`src/logic/tpc_pkg.sv`:
```
// package of register map, field layout and timing constants for the timer counter core
package tpc_pkg;
  // register byte addresses (one aligned word each)
  localparam logic [7:0] TPC_OFS_SC      = 8'h00;  // timer_status_control
  localparam logic [7:0] TPC_OFS_CNTH    = 8'h04;  // counter_high_byte
  localparam logic [7:0] TPC_OFS_CNTL    = 8'h08;  // counter_low_byte
  localparam logic [7:0] TPC_OFS_MODH    = 8'h0C;  // modulo_value high byte
  localparam logic [7:0] TPC_OFS_MODL    = 8'h10;  // modulo_value low byte
  localparam logic [7:0] TPC_OFS_CTRL    = 8'h14;  // shared pin ownership control
  // status/control field positions
  localparam int TPC_SC_OVF   = 7;  // overflow_flag
  localparam int TPC_SC_OVIE  = 6;  // overflow_irq_enable
  localparam int TPC_SC_CENTER_ALIGNED_PWM  = 5;  // center_pwm_select
  localparam int TPC_SC_CLKHI = 4;  // clock_source_select msb
  localparam int TPC_SC_CLKLO = 3;  // clock_source_select lsb
  localparam int TPC_SC_PSHI  = 2;  // prescale_select msb
  // reset values
  localparam logic [7:0]  TPC_SC_RESET  = 8'h00;
  localparam logic [15:0] TPC_MOD_RESET = 16'h0000;
  localparam logic [15:0] TPC_CNT_RESET = 16'h0000;
  // clock source codes
  localparam logic [1:0] TPC_CLK_OFF = 2'h0;
  localparam logic [1:0] TPC_CLK_BUS = 2'h1;
  localparam logic [1:0] TPC_CLK_FIX = 2'h2;
  localparam logic [1:0] TPC_CLK_EXT = 2'h3;
  // synchronizer depth
  localparam int TPC_SYNC_STAGES = 2;
endpackage

```
`src/logic/tpc_sync_edge.sv`:
```
// two-flop synchronizer with rising edge pulse for slow clock inputs
`timescale 1ns/1ps
module tpc_sync_edge
  import tpc_pkg::*;
(
  input  wire logic hclk,     // bus clock
  input  wire logic hresetn,  // async reset, active low
  input  wire logic async_in, // asynchronous clock level
  output logic      rise_pls  // one-cycle pulse per rising edge
);
  // first, second and edge-history flops
  typedef struct packed {
    logic s1;
    logic s2;
    logic s3;
  } tpc_sync_s;
  tpc_sync_s st_reg;   // registered state
  tpc_sync_s st_next;  // next state

  // shift chain; only s2 looks at s1
  always_comb begin
    st_next    = st_reg;
    st_next.s1 = async_in;
    st_next.s2 = st_reg.s1;
    st_next.s3 = st_reg.s2;
  end

  // state register
  always_ff @(posedge hclk or negedge hresetn) begin
    if (!hresetn) begin
      st_reg <= '0;
    end else begin
      st_reg <= st_next;
    end
  end

  // edge seen on synchronized levels only
  assign rise_pls = st_reg.s2 & ~st_reg.s3;
endmodule // tpc_sync_edge

```
`src/logic/tpc_prescaler.sv`:
```
// power-of-two prescaler producing single-cycle count enables
`timescale 1ns/1ps
module tpc_prescaler
  import tpc_pkg::*;
#(
  parameter int PS_W = 3  // width of prescale code
) (
  input  wire logic            hclk,    // bus clock
  input  wire logic            hresetn, // async reset, active low
  input  wire logic            tick,    // selected source tick
  input  wire logic            freeze,  // hold in debug
  input  wire logic [PS_W-1:0] ps_sel,  // prescale code
  output logic                 cnt_en   // one-cycle count enable
);
  localparam int DW = (1 << PS_W) - 1;  // divider width, 7 for 128
  typedef struct packed {
    logic [DW-1:0] div;
  } tpc_ps_s;
  tpc_ps_s st_reg;   // registered divider
  tpc_ps_s st_next;  // next divider
  logic [DW-1:0] mask;  // divisor minus one

  // divider advances on source ticks, wraps at the selected divisor
  always_comb begin
    st_next = st_reg;
    mask    = DW'((1 << ps_sel) - 1);
    cnt_en  = 1'b0;
    if (tick && !freeze) begin
      if ((st_reg.div & mask) == mask) begin
        st_next.div = '0;
        cnt_en      = 1'b1;
      end else begin
        st_next.div = st_reg.div + 1'b1;
      end
    end
  end

  // divider register
  always_ff @(posedge hclk or negedge hresetn) begin
    if (!hresetn) begin
      st_reg <= '0;
    end else begin
      st_reg <= st_next;
    end
  end
endmodule // tpc_prescaler

```
`src/logic/tpc_core.sv`:
```
// timer/pwm counter core with clock select, prescaler, overflow flag and ahb-lite registers
//
// The AHB-Lite slave port and the address map were decided locally.
`timescale 1ns/1ps
module tpc_core
  import tpc_pkg::*;
(
  input  wire logic        hclk,          // bus clock, 25 MHz
  input  wire logic        hresetn,       // async reset, active low
  input  wire logic        hsel,          // slave select
  input  wire logic [7:0]  haddr,         // byte address
  input  wire logic [1:0]  htrans,        // transfer type
  input  wire logic        hwrite,        // write strobe
  input  wire logic [2:0]  hsize,         // transfer size
  input  wire logic [31:0] hwdata,        // write data
  input  wire logic        hready,        // bus ready in
  output logic [31:0]      hrdata,        // read data
  output logic             hreadyout,     // always ready
  output logic             hresp,         // always okay
  input  wire logic        fixed_clk,     // fixed_system_clock level
  input  wire logic        ext_clk_pin,   // external_timer_clock_pin level
  input  wire logic        debug_active,  // background debug mode
  output logic [15:0]      count_value,   // counter to channels
  output logic             center_pwm,    // center_aligned_pwm to channels
  output logic             count_tick,    // counter advanced this cycle
  output logic             overflow_pls,  // overflow event pulse
  output logic             overflow_irq,  // overflow interrupt request
  output logic             pin_timer_own  // timer owns the shared pin
);
  // core state
  typedef struct packed {
    logic        ovf;        // overflow_flag
    logic        ovie;       // overflow_irq_enable
    logic        center_aligned_pwm;       // center_pwm_select
    logic [1:0]  clks;       // clock_source_select
    logic [2:0]  ps;         // prescale_select
    logic [15:0] cnt;        // counter
    logic        down;       // counting down in center mode
    logic [15:0] modv;       // modulo_value
    logic [7:0]  mod_hi_buf; // modulo high byte staged until low written
    logic        mod_pend;   // high modulo byte written, low byte pending
    logic [15:0] latch;      // coherency buffer
    logic        latched;    // buffer holds a pair
    logic        latch_hi;   // pair was taken by a high-byte read
    logic        clr_armed;  // flag read while set
    logic        pin_own;    // software claims shared pin for a channel
    logic        ap_valid;   // data phase pending
    logic        ap_write;   // data phase is write
    logic [7:0]  ap_addr;    // latched address
    logic [31:0] rdata;      // read data register
  } tpc_core_s;
  tpc_core_s st_reg;   // registered state
  tpc_core_s st_next;  // next state

  logic fix_rise;   // synchronized fixed clock edge
  logic ext_rise;   // synchronized external clock edge
  logic src_tick;   // selected source tick
  logic cnt_en;     // prescaled count enable
  logic at_mod;     // counter at terminal value
  logic ovf_evt;    // overflow event this cycle
  logic [15:0] top; // effective terminal count
  logic dbg_s1;     // debug sync first stage
  logic dbg_s2;     // debug sync second stage
  logic cnt_rst;    // counter byte written in this data phase

  tpc_sync_edge u_fix_sync (
    .hclk     (hclk),
    .hresetn  (hresetn),
    .async_in (fixed_clk),
    .rise_pls (fix_rise)
  );
  // external pin synchronizer; the pin must stay under a quarter of hclk
  tpc_sync_edge u_ext_sync (
    .hclk     (hclk),
    .hresetn  (hresetn),
    .async_in (ext_clk_pin),
    .rise_pls (ext_rise)
  );

  // debug level from another domain, two flops before use
  always_ff @(posedge hclk or negedge hresetn) begin
    if (!hresetn) begin
      dbg_s1 <= 1'b0;
      dbg_s2 <= 1'b0;
    end else begin
      dbg_s1 <= debug_active;
      dbg_s2 <= dbg_s1;
    end
  end

  always_comb begin
    case (st_reg.clks)
      TPC_CLK_BUS: src_tick = 1'b1;
      TPC_CLK_FIX: src_tick = fix_rise;
      TPC_CLK_EXT: src_tick = ext_rise;
      default:     src_tick = 1'b0;
    endcase
  end

  // divider taps; placed after the source mux
  tpc_prescaler #(
    .PS_W (3)
  ) u_ps (
    .hclk    (hclk),
    .hresetn (hresetn),
    .tick    (src_tick),
    .freeze  (dbg_s2),
    .ps_sel  (st_reg.ps),
    .cnt_en  (cnt_en)
  );

  // modulo 0x0000 or 0xFFFF means full 16-bit range
  assign top    = (st_reg.modv == 16'h0000) ? 16'hFFFF : st_reg.modv;
  assign at_mod = (st_reg.cnt == top);
  // up mode overflow at wrap; center mode at first step down
  assign ovf_evt = cnt_en && !st_reg.mod_pend &&
                   (st_reg.center_aligned_pwm ? (at_mod && !st_reg.down) : at_mod);

  // bus decode, counter, flag and latch next-state
  always_comb begin
    logic        take;   // address phase accepted
    logic        wr;     // data-phase write
    logic        rd_sc;  // status read accepted this cycle
    logic [7:0]  wb;     // write byte
    take    = 1'b0;
    wr      = 1'b0;
    rd_sc   = 1'b0;
    wb      = hwdata[7:0];
    cnt_rst = 1'b0;
    st_next = st_reg;
    take    = hsel && hready && htrans[1];
    wr      = st_reg.ap_valid && st_reg.ap_write;

    // address phase capture
    st_next.ap_valid = take;
    st_next.ap_write = hwrite;
    st_next.ap_addr  = haddr;

    // write data phase
    if (wr) begin
      if (st_reg.ap_addr == TPC_OFS_SC) begin
        st_next.ovie = wb[TPC_SC_OVIE];
        st_next.center_aligned_pwm = wb[TPC_SC_CENTER_ALIGNED_PWM];
        st_next.clks = wb[TPC_SC_CLKHI:TPC_SC_CLKLO];
        st_next.ps   = wb[TPC_SC_PSHI:0];
        // zero write clears only after armed read, one has no effect
        if (!wb[TPC_SC_OVF] && st_reg.clr_armed) begin
          st_next.ovf = 1'b0;
        end
        st_next.clr_armed = 1'b0;
        st_next.latched = 1'b0;
      end else if (st_reg.ap_addr == TPC_OFS_CNTH || st_reg.ap_addr == TPC_OFS_CNTL) begin
        // any value resets counter; latch restart
        cnt_rst         = 1'b1;
        st_next.latched = 1'b0;
      end else if (st_reg.ap_addr == TPC_OFS_MODH) begin
        st_next.mod_hi_buf = wb;
        st_next.mod_pend   = 1'b1;
      end else if (st_reg.ap_addr == TPC_OFS_MODL) begin
        st_next.modv     = {st_reg.mod_hi_buf, wb};
        st_next.mod_pend = 1'b0;
      end else if (st_reg.ap_addr == TPC_OFS_CTRL) begin
        // claims the shared pin away from port controls
        st_next.pin_own = wb[0];
      end
    end

    // address-phase reads: data register filled for the data phase
    st_next.rdata = 32'h0000_0000;
    if (take && !hwrite) begin
      if (haddr == TPC_OFS_SC) begin
        st_next.rdata[7:0] = {st_reg.ovf, st_reg.ovie, st_reg.center_aligned_pwm, st_reg.clks, st_reg.ps};
        rd_sc = 1'b1;
      end else if (haddr == TPC_OFS_CNTH || haddr == TPC_OFS_CNTL) begin
        // first byte read latches the pair; a read of the other byte, a status write or a counter write releases it
        if (st_reg.latched) begin
          st_next.rdata[7:0] = (haddr == TPC_OFS_CNTH) ? st_reg.latch[15:8] : st_reg.latch[7:0];
        end else begin
          st_next.rdata[7:0] = (haddr == TPC_OFS_CNTH) ? st_reg.cnt[15:8] : st_reg.cnt[7:0];
        end
        // latch state unchanged while debug is active
        if (!dbg_s2) begin
          if (!st_reg.latched) begin
            // take the pair and remember which byte took it
            st_next.latch    = st_reg.cnt;
            st_next.latched  = 1'b1;
            st_next.latch_hi = (haddr == TPC_OFS_CNTH);
          end else if (st_reg.latch_hi != (haddr == TPC_OFS_CNTH)) begin
            // re-reading the same byte keeps the pair, so either order stays coherent
            st_next.latched = 1'b0;
          end
        end
      end else if (haddr == TPC_OFS_MODH) begin
        st_next.rdata[7:0] = st_reg.modv[15:8];
      end else if (haddr == TPC_OFS_MODL) begin
        st_next.rdata[7:0] = st_reg.modv[7:0];
      end else if (haddr == TPC_OFS_CTRL) begin
        st_next.rdata[0] = st_reg.pin_own;
      end
    end
    // read of the set flag arms the clear
    if (rd_sc && st_reg.ovf) begin
      st_next.clr_armed = 1'b1;
    end

    // up counting or up/down in center mode; enable driven
    if (cnt_rst) begin
      st_next.cnt  = TPC_CNT_RESET;
      st_next.down = 1'b0;
    end else if (cnt_en) begin
      if (!st_reg.center_aligned_pwm) begin
        st_next.down = 1'b0;
        st_next.cnt  = at_mod ? 16'h0000 : st_reg.cnt + 16'h0001;
      end else if (!st_reg.down) begin
        st_next.down = at_mod;
        st_next.cnt  = at_mod ? st_reg.cnt - 16'h0001 : st_reg.cnt + 16'h0001;
      end else begin
        st_next.down = (st_reg.cnt != 16'h0001);
        st_next.cnt  = st_reg.cnt - 16'h0001;
      end
    end

    // new overflow disarms clear and wins over it
    if (ovf_evt) begin
      st_next.ovf       = 1'b1;
      st_next.clr_armed = 1'b0;
    end
  end

  always_ff @(posedge hclk or negedge hresetn) begin
    if (!hresetn) begin
      st_reg      <= '0;
      st_reg.modv <= TPC_MOD_RESET;
      st_reg.cnt  <= TPC_CNT_RESET;
    end else begin
      st_reg <= st_next;
    end
  end

  // outputs
  assign hrdata        = st_reg.rdata;
  assign hreadyout     = 1'b1;
  assign hresp         = 1'b0;
  assign count_value   = st_reg.cnt;
  assign center_pwm    = st_reg.center_aligned_pwm;
  assign count_tick    = cnt_en;
  assign overflow_pls  = ovf_evt;
  // request while flag and enable both set
  assign overflow_irq  = st_reg.ovf & st_reg.ovie;
  // external clock selection never hands the pin to a channel
  assign pin_timer_own = st_reg.pin_own && (st_reg.clks != TPC_CLK_EXT);

  // enabled overflow raises the request; a write may change the enable
  a_irq_follows: assert property (@(posedge hclk) disable iff (!hresetn)
    (ovf_evt && st_reg.ovie && !(st_reg.ap_valid && st_reg.ap_write)) |=> overflow_irq)
    else $error("irq not raised by enabled overflow");
  // event keeps flag set next cycle
  a_ovf_sets: assert property (@(posedge hclk) disable iff (!hresetn)
    ovf_evt |=> st_reg.ovf)
    else $error("overflow did not set flag");
  // up wrap to zero after modulo
  a_up_wrap: assert property (@(posedge hclk) disable iff (!hresetn)
    (cnt_en && !st_reg.center_aligned_pwm && at_mod && !cnt_rst) |=> st_reg.cnt == 16'h0000)
    else $error("up count did not wrap");
  a_cnt_wr_rst: assert property (@(posedge hclk) disable iff (!hresetn)
    (st_reg.ap_valid && st_reg.ap_write &&
     (st_reg.ap_addr == TPC_OFS_CNTH || st_reg.ap_addr == TPC_OFS_CNTL)) |=>
      st_reg.cnt == 16'h0000)
    else $error("counter write did not reset");
  a_dbg_freeze: assert property (@(posedge hclk) disable iff (!hresetn)
    (dbg_s2 && !(st_reg.ap_valid && st_reg.ap_write)) |=> $stable(st_reg.cnt))
    else $error("counter moved in debug");
  // debug freezes the coherency latch even across reads
  a_latch_hold: assert property (@(posedge hclk) disable iff (!hresetn)
    (dbg_s2 && !(st_reg.ap_valid && st_reg.ap_write)) |=>
      ($stable(st_reg.latched) && $stable(st_reg.latch)))
    else $error("latch moved in debug");
  // status write restarts coherency when no read overlaps it
  a_latch_restart: assert property (@(posedge hclk) disable iff (!hresetn)
    (st_reg.ap_valid && st_reg.ap_write && st_reg.ap_addr == TPC_OFS_SC &&
     !(hsel && hready && htrans[1] && !hwrite)) |=> !st_reg.latched)
    else $error("status write left latch held");
  // no clock source gives no count
  a_clk_off: assert property (@(posedge hclk) disable iff (!hresetn)
    (st_reg.clks == TPC_CLK_OFF) |-> !src_tick)
    else $error("tick with clock off");
  // divide by one passes every bus cycle
  a_ps_bypass: assert property (@(posedge hclk) disable iff (!hresetn)
    (st_reg.clks == TPC_CLK_BUS && st_reg.ps == 3'h0 && !dbg_s2) |-> cnt_en)
    else $error("divide by one skipped a cycle");
  // a pin tick only follows a rise seen two flops back
  a_sync_delay: assert property (@(posedge hclk) disable iff (!hresetn)
    (st_reg.clks == TPC_CLK_EXT && src_tick) |->
      ($past(ext_clk_pin, 2) && !$past(ext_clk_pin, 3)))
    else $error("pin tick without synchronized edge");
  // flag never cleared without armed read
  a_clr_needs_rd: assert property (@(posedge hclk) disable iff (!hresetn)
    ($fell(st_reg.ovf)) |-> $past(st_reg.clr_armed))
    else $error("flag cleared without read");
  // unarmed flag stays set whatever is written
  a_flag_holds: assert property (@(posedge hclk) disable iff (!hresetn)
    (st_reg.ovf && !st_reg.clr_armed) |=> st_reg.ovf)
    else $error("unarmed flag cleared");
  // writing one to the flag never clears it
  a_one_ignored: assert property (@(posedge hclk) disable iff (!hresetn)
    (st_reg.ovf && st_reg.ap_valid && st_reg.ap_write &&
     st_reg.ap_addr == TPC_OFS_SC && hwdata[TPC_SC_OVF]) |=> st_reg.ovf)
    else $error("flag cleared by a one");
  // center mode turns down at modulo
  a_center_aligned_pwm_down: assert property (@(posedge hclk) disable iff (!hresetn)
    (cnt_en && st_reg.center_aligned_pwm && !st_reg.down && at_mod && !cnt_rst) |=> st_reg.down)
    else $error("center count did not turn");
  // center mode turns up again at the bottom
  a_center_bottom: assert property (@(posedge hclk) disable iff (!hresetn)
    (cnt_en && st_reg.center_aligned_pwm && st_reg.down && st_reg.cnt == 16'h0001 && !cnt_rst) |=>
      (st_reg.cnt == 16'h0000 && !st_reg.down))
    else $error("center count did not turn up");
  // up mode steps by one; a counter write wins over the step
  a_up_step: assert property (@(posedge hclk) disable iff (!hresetn)
    (cnt_en && !st_reg.center_aligned_pwm && !at_mod && !cnt_rst) |=>
      st_reg.cnt == $past(st_reg.cnt) + 16'h0001)
    else $error("up count did not step");
endmodule // tpc_core

```
`config.mk`:
```
export PLATFORM = sky130hd
export DESIGN_NAME = tpc_core
export DESIGN_NICKNAME = d
export VERILOG_FILES = /design/src/logic/tpc_pkg.sv /design/src/logic/tpc_sync_edge.sv /design/src/logic/tpc_prescaler.sv /design/src/logic/tpc_core.sv
export SDC_FILE = /design/constraint.sdc
export NUM_CORES = 1
export LEC_CHECK = 0
export ABC_AREA = 1
export BUFFER_PORTS_ARGS = -buffer_cell sky130_fd_sc_hd__buf_2
export CORE_MARGIN = 4
export CORE_UTILIZATION = 40
export CTS_CLUSTER_SIZE = 20
export DETAILED_ROUTE_END_ITERATION = 16
export SLEW_MARGIN = 20
export SYNTH_ARGS = -nofsm -noshare
export SYNTH_HDL_FRONTEND = slang
export SYNTH_SLANG_ARGS = --single-unit
```
`constraint.sdc`:
```
create_clock -name hclk -period 3.4 [get_ports hclk]
set_input_delay 0.34 -clock hclk [delete_from_list [all_inputs] [get_ports hclk]]
set_output_delay 0.34 -clock hclk [all_outputs]
set_load 0.005 [all_outputs]
```
==> results by group <==
Floorplanning
  – Die height: 131 µm
  – IO Pins: 108
  – Initial Utilization: 0.414
  – Chip width: 131 µm
  – Full die area: 0.0172 mm²
  – Total core area: 0.0147 mm²
  – Cell Rows: 44

Logic synthesis
  – Post-synthesis sequential area ratio: 0.424
  – YS warnings: 0
  – Post-Synthesis Cell Area: 0.00608 mm²
  – Unique masters post-synth: 43
  – Mapped Cells: 818
  – Register bit count reported by yosys: 103
  – Asr flop ratio synth: 1.00
  – EDFF count, synth: 0
  – Synth Flop Type: dfrtp_1
  – Syn Area/Cell: 7.43 µm²

STA
  – Final setup violation count: 0
  – Worst-case clock skew: 8.93 ps
  – Setup_tns: 0 ps
  – Period utilization: 0.877
  – Max Clk Rate: 335 MHz
  – Worst slew pin tran: 883 ps
  – Tmin final: 2980 ps
  – WHS: 87.5 ps
  – Endpoints failing hold: 0
  – Slew Viols, Final: 0
  – RSZ-0062 raised after global routing: false
  – Relative slew slack: 0.411

Global route
  – First-pass GRT wire length: 25900 µm
  – Global route overflow: 0
  – Antenna violations before repair: 0
  – Largest net degree at the start of global routing: 70
  – Total GRT Usage: 0.187
  – Vias in the first global route: 4840

Critical path
  – Slowest-stage cell, CP: dfrtp_1
  – Crit-path max cell delay: 440 ps
  – Top delay family on crit path: simple AND/OR/NAND/NOR gates
  – Worst Path Buf+Inv: 1
  – Crit. End Element: primary output
  – Setup crit start kind: flop
  – Crit-path cells: nor2_2, nand2_1, nor2_2, nand2_2, nand3_1, nand2_1, nor2_1, nand2_1, nor2_1, nand2_1, nor2_1, buf_2
  – Worst EP required: 3060 ps
  – Critical path class: flop to primary output
  – R2R setup slack: 890 ps
  – Critical Path AT: 2640 ps
  – Crit-path most repeated cell: nand2_1
  – Crit path max fanout: 32

Routing
  – Routed Antenna Nets: 0
  – DRC Markers: 0
  – Vias/cell: 5.02
  – DR iter-0 viols: 428
  – First-pass DRT Iterations: 7
  – Final wirelength: 15800 µm
  – WL/cell: 15.4 µm
  – DR vias: 5159

Cells and area
  – Layout cell share with drive strength beyond 1: 0.113
  – Commonest cells after routing, fill and taps aside: 222 x nand2_1, 103 x dfrtp_1, 100 x inv_1
  – Syn-to-layout area delta: 6.98%
  – Fin nets: 896
  – ANT cells: 0
  – Max reg flops: 63
  – Most common cell after layout, fill and taps aside: nand2_1

Power and ir drop
  – Maximum VDD drop: 232 µV
  – Static leakage: 3.35 nW
  – Tot Pwr: 2.43 mW
  – Pwr Density: 373 mW/mm²

Clocking
  – Latest clock arrival within the worst-skew pair: 360 ps
  – Clk buf depth: 2
  – CTS buffer count: 9
  – Number of setup buffers added after CTS: 0
  – CTS tree: yes
  – Reg clk slew, reported paths: 80 ps
  – Clock Sinks: 103
  – Post-CTS Resized: 0
  – Root buf cell: clkbuf_16
  – Hold_buf cts: 0
  – H-tree levels: 3

Place
  – # port buffers: 53
  – Final HPWL DP: 11600 µm
  – RD Place Congestion: 0.948

Status
  – Outcome: complete, no violations

Worst hold path
  – HP Class: primary input to flop

Flow run
  – Max capacitance violation total: 0
-- final timing paths --
path,depth (start not counted),to,start
max,12,overflow_pls,st_reg[81]$_DFFE_PN0P_
min,1,dbg_s1$_DFF_PN0_,debug_active
max reg2reg,14,count_value[9]$_DFFE_PN0P_,st_reg[81]$_DFFE_PN0P_
min reg2reg,0,u_ext_sync.st_next[0]$_DFF_PN0_,u_ext_sync.st_next[1]$_DFF_PN0_
max in group asynchronous,2,st_reg[46]$_DFFE_PN0P_,hresetn
min in group asynchronous,1,dbg_s1$_DFF_PN0_,hresetn
-- logic make-up after synthesis --
family                   after synthesis  synth area share
AND/OR/NAND/NOR                      384             0.271
buffers and inverters                174             0.145
AO/OA/AOI/OAI                        128             0.118
flip-flops                           103             0.424
XOR/XNOR                              23            0.0331
adder cells (fa/ha/maj)                4           0.00823
other                                  2           0.00124
-- cells in the mapped netlist (5+ instances only) --
| library cell | count | area share |
|---|---|---|
| o21ai_0 | 76 | 0.063 |
| dfrtp_1 | 103 | 0.42 |
| nand2_1 | 222 | 0.14 |
| o22ai_1 | 11 | 0.011 |
| buf_4 | 50 | 0.062 |
| xor2_1 | 22 | 0.032 |
| nand3_1 | 55 | 0.045 |
| inv_1 | 100 | 0.062 |
| nor2_1 | 71 | 0.044 |
| nor3_1 | 8 | 0.0066 |
| nor2_2 | 6 | 0.0062 |
| a21oi_1 | 20 | 0.016 |
| o211ai_1 | 5 | 0.0062 |
| buf_2 | 5 | 0.0041 |
| clkbuf_1 | 12 | 0.0074 |
-- final cells by class --
class | instances | area, µm²
fillers | 1526 | 8190
multi-input cells | 565 | 2710
flip-flops and latches | 103 | 2580
inverters | 101 | 379
repair buffers | 59 | 325
well taps | 184 | 230
clock buffers | 10 | 229
clock inverters | 6 | 51.3
-- routing by layer --
metal  share of wire  vias to the layer above  wire (µm)  GRT usage
li1                -                     2574          -          -
met1            0.49                     2399       7740      0.274
met2            0.43                      166       6870      0.281
met3           0.054                       20        857     0.0264
met4           0.021                        0        333     0.0723
met5               0                        -          0          0
-- power by group --
group / internal, mW / switching [mW]
Clock: 0.509 / 0.492
Sequential: 1.26 / 0.0305
Combinational: 0.0447 / 0.0899
Total: 1.81 / 0.613
-- per-stage QoR --
stage | utilization | std cells | cell area (µm²) | setup WS (ps)
after global routing | 0.443 | 1028 | 6500 | 133
after detailed placement | 0.423 | 1012 | 6220 | 853
after floorplan | - | 842 | 6170 | 1540
after CTS | 0.443 | 1028 | 6500 | 434
final | 0.443 | 1028 | 6500 | 417
after global placement | 0.423 | 1012 | 6220 | 834
Power figures use the tool's default switching activity.
